**src/hdl/rtff_consts.vh**
```
// Constants for the reserved frame type filter
`ifndef RTFF_CONSTS_VH
`define RTFF_CONSTS_VH
`define RTFF_ADDR_W          6
`define RTFF_ADDR_XCTRL      6'h17
`define RTFF_ADDR_SEED1      6'h2e
`define RTFF_XCTRL_RESET     8'h00
`define RTFF_SEED1_RESET     8'h00
`define RTFF_RDATA_NONE      8'h00
`define RTFF_BIT_ACCEPT      4
`define RTFF_BIT_FILTER      5
`define RTFF_BIT_ACK_SUPP    4
`define RTFF_FCF_TYPE_LSB    0
`define RTFF_FCF_TYPE_MSB    2
`define RTFF_FCF_ACK_REQ     5
`define RTFF_TYPE_DATA       3'h1
`define RTFF_TYPE_RES_MIN    3'h4
`endif

```
**src/hdl/rtff_sync.v**
```verilog
// Two-stage synchroniser for one pin level
`timescale 1ns/1ps
module rtff_sync
(
  // Clock and reset
  input  wire clk_sys_in,
  input  wire rst_b_in,
  // Level
  input  wire async_in,
  output reg  sync_out
);
  reg stage1;

  always @(posedge clk_sys_in)
  begin
    if (!rst_b_in)
    begin
      stage1   <= 1'b0;
      sync_out <= 1'b0;
    end
    else
    begin
      stage1   <= async_in;
      sync_out <= stage1;
    end
  end
endmodule // rtff_sync

```
**src/hdl/rtff_filter.v**
```verilog
// Reserved frame type filter for the auto-acknowledge receive path
// Function
// Accept bit (offset 0x17 bit 4) set lets reserved-type frames through instead of rejecting.
// Filter bit (offset 0x17 bit 5) sends accepted reserved frames through the data address filter.
// Accept set and filter clear: each uncorrupted reserved frame raises frame-end.
// Accept set and filter clear: no address filtering is applied to reserved frames.
// Accept set and filter clear: no address-match event and no acknowledgement is sent.
// Accept and filter set: reserved frames use the data frame address rules.
// Filtered option: address match on a reserved frame raises address-match.
// Filtered option: frame-end only when address matched and the frame is uncorrupted.
// Filtered option: acknowledge only when ack request is set and frame-end was raised.
// Accept bit clear: reserved frames are discarded with no events.
// Ack suppress bit (offset 0x2e bit 4) blocks every automatic acknowledgement.
// Frame type codes four to seven in the frame control field are reserved.
`timescale 1ns/1ps
`include "rtff_consts.vh"
module rtff_filter
(
  // Clock and reset
  input  wire                     clk_sys_in,
  input  wire                     rst_b_in,
  // Register port
  input  wire                     reg_wr_in,
  input  wire [`RTFF_ADDR_W-1:0]  reg_addr_in,
  input  wire [7:0]               reg_wdata_in,
  output reg  [7:0]               reg_rdata_out,
  // Receive mode select pin
  input  wire                     auto_ack_receive_mode_in,
  // Received frame from demodulator
  input  wire                     fcf_valid_in,
  input  wire [7:0]               fcf_in,
  input  wire                     addr_match_in,
  input  wire                     frame_end_in,
  input  wire                     fcs_ok_in,
  // Events and acknowledgement
  output reg                      addr_match_indication_out,
  output reg                      frame_complete_event_out,
  output reg                      ack_request_out,
  output reg                      frame_discard_out
);
  // ----------------------------------------------------------------
  // Registers and pin sync
  // ----------------------------------------------------------------
  reg  [7:0] xctrl;
  reg  [7:0] seed1;
  wire       mode_sync;
  wire       sel_xctrl;
  wire       sel_seed1;

  // Address compare, shared by the write and the read path
  function addr_is;
    input [`RTFF_ADDR_W-1:0] addr;
    input [`RTFF_ADDR_W-1:0] target;
    begin
      addr_is = (addr == target);
    end
  endfunction

  // One select per mapped register
  assign sel_xctrl = addr_is(reg_addr_in, `RTFF_ADDR_XCTRL);
  assign sel_seed1 = addr_is(reg_addr_in, `RTFF_ADDR_SEED1);

  // Mode pin is asynchronous to this clock
  rtff_sync u_mode_sync
  (
    .clk_sys_in (clk_sys_in),
    .rst_b_in   (rst_b_in),
    .async_in   (auto_ack_receive_mode_in),
    .sync_out   (mode_sync)
  );

  always @(posedge clk_sys_in)
  begin
    if (!rst_b_in)
    begin
      xctrl <= `RTFF_XCTRL_RESET;
      seed1 <= `RTFF_SEED1_RESET;
    end
    else if (reg_wr_in)
    begin
      // accept and filter bits
      if (sel_xctrl)
        xctrl <= reg_wdata_in;
      // ack suppress bit
      if (sel_seed1)
        seed1 <= reg_wdata_in;
    end
  end

  // ----------------------------------------------------------------
  // Register read
  // ----------------------------------------------------------------
  // Unmapped addresses read as zero so software can probe the map
  always @(posedge clk_sys_in)
  begin
    if (!rst_b_in)
      reg_rdata_out <= `RTFF_RDATA_NONE;
    else if (sel_xctrl)
      reg_rdata_out <= xctrl;
    else if (sel_seed1)
      reg_rdata_out <= seed1;
    else
      reg_rdata_out <= `RTFF_RDATA_NONE;
  end

  // ----------------------------------------------------------------
  // Frame classification
  // ----------------------------------------------------------------
  function is_reserved;
    input [2:0] ftype;
    begin
      is_reserved = (ftype >= `RTFF_TYPE_RES_MIN);
    end
  endfunction

  localparam [2:0] ST_IDLE = 3'h1;
  localparam [2:0] ST_RECV = 3'h2;
  localparam [2:0] ST_DROP = 3'h4;

  reg  [2:0] state;
  reg  [2:0] next_state;
  reg        ack_req;
  reg        matched;
  wire [2:0] ftype    = fcf_in[`RTFF_FCF_TYPE_MSB:`RTFF_FCF_TYPE_LSB];
  wire       accept   = xctrl[`RTFF_BIT_ACCEPT];
  wire       filt     = xctrl[`RTFF_BIT_FILTER];
  wire       ack_supp = seed1[`RTFF_BIT_ACK_SUPP];

  // Only reserved types are handled here; other types leave quietly
  always @*
  begin
    next_state = state;
    case (state)
      ST_IDLE:
      begin
        // Frames that start while the mode is off are never taken
        // reserved type decode
        if (fcf_valid_in && mode_sync && is_reserved(ftype))
        begin
          // discard when not accepted
          if (!accept)
            next_state = ST_DROP;
          // accepted reserved frame
          else
            next_state = ST_RECV;
        end
      end
      ST_RECV:
        if (frame_end_in)
          next_state = ST_IDLE;
      ST_DROP:
        if (frame_end_in)
          next_state = ST_IDLE;
      default:
        next_state = ST_IDLE;
    endcase
  end

  // ----------------------------------------------------------------
  // Frame state
  // ----------------------------------------------------------------
  // The header octet is only valid for one cycle, so its ack bit is kept
  always @(posedge clk_sys_in)
  begin
    if (!rst_b_in)
    begin
      state   <= ST_IDLE;
      ack_req <= 1'b0;
      matched <= 1'b0;
    end
    else
    begin
      state <= next_state;
      if (state == ST_IDLE && next_state == ST_RECV)
      begin
        // keep ack request
        ack_req <= fcf_in[`RTFF_FCF_ACK_REQ];
        matched <= 1'b0;
      end
      // data filter match
      else if (state == ST_RECV && addr_match_in)
        matched <= 1'b1;
    end
  end

  // ----------------------------------------------------------------
  // Events
  // ----------------------------------------------------------------
  // Filter bit is sampled live; software must not change it mid-frame
  wire end_ok   = (state == ST_RECV) && frame_end_in && fcs_ok_in;
  // Match counted once per frame, so a held match level gives one event
  wire hit_now  = (state == ST_RECV) && addr_match_in && !matched;
  wire hit_seen = matched || addr_match_in;

  always @(posedge clk_sys_in)
  begin
    if (!rst_b_in)
    begin
      addr_match_indication_out <= 1'b0;
      frame_complete_event_out  <= 1'b0;
      ack_request_out           <= 1'b0;
      frame_discard_out         <= 1'b0;
    end
    else
    begin
      // filter bit picks the path
      // data address rules drive match
      // match event in filtered option
      // no match event when unfiltered
      addr_match_indication_out <= hit_now && filt;
      // unfiltered frame-end on good fcs
      // address ignored when unfiltered
      // filtered frame-end needs match
      frame_complete_event_out  <= end_ok && (!filt || hit_seen);
      // ack needs request and frame-end
      // unfiltered never acknowledges
      // suppress overrides acknowledgement
      ack_request_out           <= end_ok && filt && hit_seen && ack_req && !ack_supp;
      // discarded frame, no events
      frame_discard_out         <= (state == ST_DROP) && frame_end_in;
    end
  end
endmodule // rtff_filter

```
**config.mk**
```make
export PLATFORM = sky130hd
export DESIGN_NAME = rtff_filter
export DESIGN_NICKNAME = d
export VERILOG_FILES = /design/src/hdl/rtff_sync.v /design/src/hdl/rtff_filter.v
export VERILOG_INCLUDE_DIRS = /design/src /design/src/hdl
export SDC_FILE = /design/constraint.sdc
export NUM_CORES = 1
export LEC_CHECK = 0
export BUFFER_PORTS_ARGS = -buffer_cell sky130_fd_sc_hd__buf_2
export CAP_MARGIN = 25
export CELL_PAD_IN_SITES_DETAIL_PLACEMENT = 0
export CELL_PAD_IN_SITES_GLOBAL_PLACEMENT = 1
export CORE_MARGIN = 2
export CORE_UTILIZATION = 30
export CTS_CLUSTER_SIZE = 24
export DETAILED_ROUTE_END_ITERATION = 16
export GPL_ROUTABILITY_DRIVEN = 0
export PLACE_DENSITY_LB_ADDON = 0.1
export REMOVE_ABC_BUFFERS = 1
export SETUP_SLACK_MARGIN = 0.15
export SLEW_MARGIN = 10
export SYNTH_ARGS = -nofsm -noshare
export SYNTH_HDL_FRONTEND = slang
export SYNTH_HIERARCHICAL = 1
export SYNTH_SLANG_ARGS = --single-unit
```
**constraint.sdc**
```tcl
create_clock -name clk_sys_in -period 2.4 [get_ports clk_sys_in]
set_input_delay 0.12 -clock clk_sys_in [delete_from_list [all_inputs] [get_ports clk_sys_in]]
set_output_delay 0.12 -clock clk_sys_in [all_outputs]
set_load 0.005 [all_outputs]
```
## Yosys cells after proc, flatten, opt, wreduce, memory -nomap -nowiden

Index checks and enable logic that the tools add are counted.

| operators by class | value |
|---|---|
| reductions and logical operators | 23 |
| bitwise logic cells | 1 |
| multiplexer cells | 6 |
| equality and inequality tests | 6 |
| $lt $le $gt $ge | 1 |

Operators with widths:

| cell | count |
|---|---|
| two-way mux 8 bit | 2 |
| logical AND 1 bit | 14 |
| two-way mux 3 bit | 3 |
| equality test 3 x 2 -> 1 bit, second input constant | 2 |
| equality test 6 x 5 -> 1 bit, second input constant | 1 |
| equality test 6 bit, second input constant | 1 |
| one-hot mux 3 bit (2 select lines) | 1 |
| AND reduction 2 bit | 2 |
| OR reduction 2 bit | 2 |
| equality test 3 x 1 -> 1 bit, second input constant | 1 |
| equality test 3 bit, second input constant | 1 |
| greater-or-equal comparator 3 bit, second input constant | 1 |
| logical NOT 1 bit | 3 |
| logical OR 1 bit | 2 |
| inverter 1 bit | 1 |

| word-level totals | value |
|---|---|
| word-level logic and storage cells | 49 |
| input bits | 30 |
| output and inout port bits | 12 |
| register bits after elaboration | 35 |

## Longest topological paths before layout

| logic depth | value |
|---|---|
| word-level depth | 7 |
| gate-level depth with buffers | 5 |
| gate-level depth less buffers | 3 |

## Hierarchy

Netlist, hierarchy kept.

By module, submodules not included:

| module | area an instance (um^2) | instances | seq. area each (um^2) | cells each |
|---|---|---|---|---|
| rtff_filter | 1406.3 | 1 | 660.6 | 151 |
| rtff_sync | 52.6 | 1 | 40.0 | 4 |

## Least setup slack after synthesis

Ideal clock, no wire load.

| timing | value |
|---|---|
| path kind | flip-flop to flip-flop |
| from | register state[2] |
| to | register state[2] |
| slack | 1267 ps |
| path buffers | 0 |
| stages on the path, launching flop included | 4 |
| period minus slack after synthesis | 1133 ps |
| library setup time | 70 ps |
| required time | 2330 ps |
| arrival | 1063 ps |
| cell sequence | dfxtp_1 inv_2 or4_1 a21oi_1 |

| on the way | value |
|---|---|
| cells in the longest elaborated chain, start to end | 3 |
| elaborated cells between the ends (all ways) | 7 |
| classes of those cells | eq/ne: 3; mux: 3; reduce/logical: 1 |

Ends and longest elaborated chain:

| what | line | source |
|---|---|---|
| from (decl) | rtff_filter.v:120 | `reg [2:0] state;` |
| from (signal assigned) | rtff_filter.v:173 | `state <= next_state;` |
| equality test 3 x 2 -> 1 bit / equality test 3 bit (equally long branches) | rtff_filter.v:133 | `case (state)` |
| OR reduction 2 bit (no line) | n/a |  |
| one-hot mux 3 bit (2 select lines) * | rtff_filter.v:133 |  |

Mark *: on every way between the ends. The rest lies on a longest branch, timed or not.
A chain may end at the register's enable or synchronous reset.

## Worst setup path in the final report

| timing | value |
|---|---|
| from | input port reg_addr_in[3] |
| to | register xctrl[7] |

| on the way | value |
|---|---|
| cells in the longest elaborated chain, start to end | 2 |

Ends and longest elaborated chain:

| what | line | source |
|---|---|---|
| from (decl) | rtff_filter.v:24 | `` input wire [`RTFF_ADDR_W-1:0] reg_addr_in, `` |
| equality test 6 x 5 -> 1 bit | rtff_filter.v:55 | `addr_is = (addr == target);` |
| AND reduction 2 bit (no line) | n/a |  |
| to (signal assigned) | rtff_filter.v:76 | `` xctrl <= `RTFF_XCTRL_RESET; `` |
| to (signal assigned) | rtff_filter.v:83 | `xctrl <= reg_wdata_in;` |
| to (decl) | rtff_filter.v:44 | `reg [7:0] xctrl;` |

No other way between the ends.

==> tab_implementation.tex <==
\begin{tabular}{lr}
\hline
Metric & Value \\
\hline
\multicolumn{2}{l}{\textbf{Floorplanning}} \\
Number of ports placed on the die boundary & 42 \\
Die footprint & 5437 um2 \\
Chip Height & 73.74 um \\
Area of the core & 4692 um2 \\
Die W & 73.74 um \\
Number of standard-cell rows in the floorplan & 25 \\
Initial cell density of the core & 0.3109 \\
\multicolumn{2}{l}{\textbf{Synth}} \\
Number of different library cells in the post-synthesis netlist & 32 \\
Area leader, netlist & sky130\_fd\_sc\_hd\_\_dfxtp\_1 \\
Cell count after synthesis & 155 \\
Cell types with the largest area share after synthesis & sky130\_fd\_sc\_hd\_\_dfxtp\_1 (48\%), sky130\_fd\_sc\_hd\_\_mux2i\_1 (12\%), sky130\_fd\_sc\_hd\_\_nand2\_1 (7.2\%) \\
Synth Register Bits & 35 \\
Sequential element share of the synthesized area & 0.4803 \\
Area of the mapped netlist & 1459 um2 \\
Post-synthesis average cell area & 9.412 um2 \\
Post-synth top area share & 0.4803 \\
Yosys warnings & 6 \\
\multicolumn{2}{l}{\textbf{Drt}} \\
Final routed DRC violation total & 0 \\
Drt first-iter violations & 47 \\
Detail-routed net length per standard cell & 13.52 um \\
Total via count after detailed routing & 1,177 \\
Total wirelength of the detailed-routed design & 3286 um \\
Post-DRT Antenna Nets & 0 \\
Number of vias per cell after detailed routing & 4.844 \\
First-pass DRT Iterations & 4 \\
\multicolumn{2}{l}{\textbf{Timing}} \\
Number of pins with negative max-slew slack in the final report & 0 \\
Final Cycle Share & 0.5525 \\
Max Freq & 754.2 MHz \\
Post-route clock skew & 0.004088 ns \\
Final critical delay including setup and external delays & 1.326 ns \\
Setup TNS & 0 ns \\
Setup repair after global routing missed its margin & no \\
Slew at the pin with the worst max-slew slack & 0.5744 ns \\
Final-report setup violation count & 0 \\
Max-Slew Margin vs Limit & 0.6149 \\
Count of final hold-check violations & 0 \\
\multicolumn{2}{l}{\textbf{Cells and area}} \\
Number of nets in the layout & 218 \\
Layout Area Growth over Synthesis & 20.75\% \\
Footprint of the flip-flops and latches & 700.7 um2 \\
Proportion of layout cells with a drive suffix above 1 & 0.2593 \\
\# fillers & 483 \\
Area of combinational cells with multiple inputs & 706.9 um2 \\
Count of inserted antenna diode cells & 0 \\
Highest-count cells in the layout ignoring fill and taps & sky130\_fd\_sc\_hd\_\_dfxtp\_1 (35), sky130\_fd\_sc\_hd\_\_buf\_2 (35), sky130\_fd\_sc\_hd\_\_nand2\_1 (28) \\
\multicolumn{2}{l}{\textbf{GRT}} \\
Met3 track demand over resource & 0.05213 \\
Via count of the first global-routing pass & 1,084 \\
Maximum number of pins on one net before global-route repair & 25 \\
GRT met1 Usage & 0.1642 \\
Initial antenna violation count & 0 \\
Global-route wire length before repair & 5313 um \\
Busiest layer in global routing & met2 \\
Overflow left after global routing & 0 \\
Grt met2 use & 0.2034 \\
Global routing usage summed across all routing layers & 0.1330 \\
\multicolumn{2}{l}{\textbf{Power}} \\
VDD IR-drop max & 198.3 uV \\
Standby leakage power & 0.0006565 uW \\
Power Dens Cells & 633.8 nW/um2 \\
Total power of the final layout & 1117 uW \\
\multicolumn{2}{l}{\textbf{CTS}} \\
Post-CTS clock slew at the launch and capture registers of the worst setup and hold paths & 0.07 ns \\
Count of buffers added by post-CTS timing repair for setup & 0 \\
Worst-case clock buffer depth & 2 \\
Number of buffers created by CTS & 5 \\
CTS-repair resized insts & 0 \\
CTS Root Cell & sky130\_fd\_sc\_hd\_\_clkbuf\_8 \\
CTS tree & done \\
Number of levels the H-tree was split into & 2 \\
Hold buffers post-CTS & 0 \\
Clock latency on the worst-skew pair & 0.29 ns \\
Clk sinks & 35 \\
\multicolumn{2}{l}{\textbf{Placement}} \\
Detailed placer's ending HPWL & 2238 um \\
IO buf count & 35 \\
\multicolumn{2}{l}{\textbf{Flow run}} \\
Max-cap violations & 0 \\
\multicolumn{2}{l}{\textbf{Worst setup path}} \\
Crit path from & reg\_addr\_in[3] \\
Type of origin of the critical path & input port \\
Stages on worst setup path & 4 \\
Critical path data arrival time & 1.54 ns \\
Reg-to-reg endpoint & ack\_req \\
CP Class & input port to flip-flop \\
Buf/Inv on CP & 1 \\
Startpoint of the lowest-slack register-to-register path & state[0] \\
Critical path capture point type & flip-flop \\
Cell breakdown of the critical path & buf\_2 -> nand4bb\_1 -> nor2\_4 -> mux2i\_1 \\
Highest cell delay on the worst timing path & 0.55 ns \\
Maximum fanout encountered on the critical timing path & 9 \\
Worst reg-to-reg path cell count & 3 \\
Cell family with most CP delay & simple AND/OR/NAND/NOR gates \\
Slowest library cell on the worst path & sky130\_fd\_sc\_hd\_\_nand4bb\_1 \\
Crit path capture & xctrl[7] \\
Setup slack of the most critical reg-to-reg path & 1.15 ns \\
Data required, critical path & 2.61 ns \\
\multicolumn{2}{l}{\textbf{Min path}} \\
Worst min-delay path class & input port to flip-flop \\
\multicolumn{2}{l}{\textbf{Run status}} \\
Status & finished clean \\
\hline
\end{tabular}
==> cell type report <==
cell class                 instances  area share
multi-input combinational        109      0.4013
sequential                        35      0.3977
timing repair buffer              36      0.1037
clock buffer                       8     0.05682
tap                               54     0.03835
inverter                           1    0.002131
==> report_power, final <==
part | internal, uW | total (uW) | switching (uW)
combinational | 23.2 | 61.0 | 37.9
clock | 262 | 471 | 209
sequential | 584 | 585 | 1.52
==> state kept, by name, summed over array words and instances, names as in the netlist <==
| signal | cells |
|---|---|
| ack_req | 1 |
| ack_request_out | 1 |
| addr_match_indication_out | 1 |
| frame_complete_event_out | 1 |
| frame_discard_out | 1 |
| matched | 1 |
| reg_rdata_out | 8 |
| seed1 | 8 |
| state | 3 |
| u_mode_sync/stage1 | 1 |
| u_mode_sync/sync_out | 1 |
| xctrl | 8 |
==> synthesized netlist by cell type <==
master                       n
sky130_fd_sc_hd__nor4bb_1    1
sky130_fd_sc_hd__and4bb_1    1
sky130_fd_sc_hd__nor3b_2     2
sky130_fd_sc_hd__xnor2_1     1
sky130_fd_sc_hd__o211ai_1    1
sky130_fd_sc_hd__and2_1     10
sky130_fd_sc_hd__nor2b_1     1
sky130_fd_sc_hd__mux2i_1    17
sky130_fd_sc_hd__a21oi_1     2
sky130_fd_sc_hd__dfxtp_1    35
sky130_fd_sc_hd__or4_1       1
sky130_fd_sc_hd__nand4b_1    1
sky130_fd_sc_hd__o22ai_1     8
sky130_fd_sc_hd__nand3_1    17
sky130_fd_sc_hd__nand3b_1    1
sky130_fd_sc_hd__buf_2       8
sky130_fd_sc_hd__nor3b_1     1
sky130_fd_sc_hd__and3_1      1
sky130_fd_sc_hd__nand4bb_1   2
sky130_fd_sc_hd__o21ai_1     1
sky130_fd_sc_hd__nor4_1      1
sky130_fd_sc_hd__inv_2       1
sky130_fd_sc_hd__clkbuf_1    2
sky130_fd_sc_hd__xor2_1      1
sky130_fd_sc_hd__nor3_1      2
sky130_fd_sc_hd__a31oi_1     1
sky130_fd_sc_hd__nand2_1    28
sky130_fd_sc_hd__nand4_1     1
sky130_fd_sc_hd__nor2_1      2
sky130_fd_sc_hd__and4_4      1
sky130_fd_sc_hd__nor2_4      2
sky130_fd_sc_hd__o21ba_1     1
==> metal layers <==
| layer | up-vias | share of wire |
|---|---|---|
| li1 | 609 | - |
| met1 | 530 | 0.46 |
| met2 | 31 | 0.46 |
| met3 | 7 | 0.060 |
| met4 | 0 | 0.020 |
| met5 | - | 0 |
==> through the flow <==
stage                     worst slack, ns  cell area (um2)  instances  utilization  hold WS [ns]
after floorplan                     1.267             1411        145            -        0.2000
after global placement             0.7901             1662        235       0.3541        0.3291
after detailed placement           0.7319             1662        235       0.3541        0.3291
after CTS                           1.040             1762        243       0.3755       0.02774
after global routing                1.021             1762        243       0.3755       0.05132
final                               1.074             1762        243       0.3755       0.03613
==> worst reg2reg max path: cells and delay by family, from the launching register on <==
kind,cells,cell delay [ns]
flip-flops,1,0.46
AND/OR/NAND/NOR,2,0.56
multiplexers,1,0.17
==> worst min path at each step <==
stage,end,startpoint,cells after the start
2_1_floorplan,state[0],rst_b_in,1
3_3_place_gp,u_mode_sync/stage1,auto_ack_receive_mode_in,2
3_5_place_dp,u_mode_sync/stage1,auto_ack_receive_mode_in,2
4_1_cts,u_mode_sync/stage1,auto_ack_receive_mode_in,2
5_1_grt,u_mode_sync/stage1,auto_ack_receive_mode_in,2
6_report,u_mode_sync/stage1,auto_ack_receive_mode_in,2
==> cell families (layout without fill, tap and decap cells) <==
logic type	count (synthesis)	count (layout)	share of synthesized area
muxes	17	17	0.1166
and+or+nand+nor	76	76	0.2950
xor gates and xnor gates	2	2	0.01201
buffers and inverters	11	45	0.03516
AOI/OAI and AO/OA	14	14	0.06090
DFF	35	35	0.4803
Note: power is estimated with default switching activity, not from simulation.
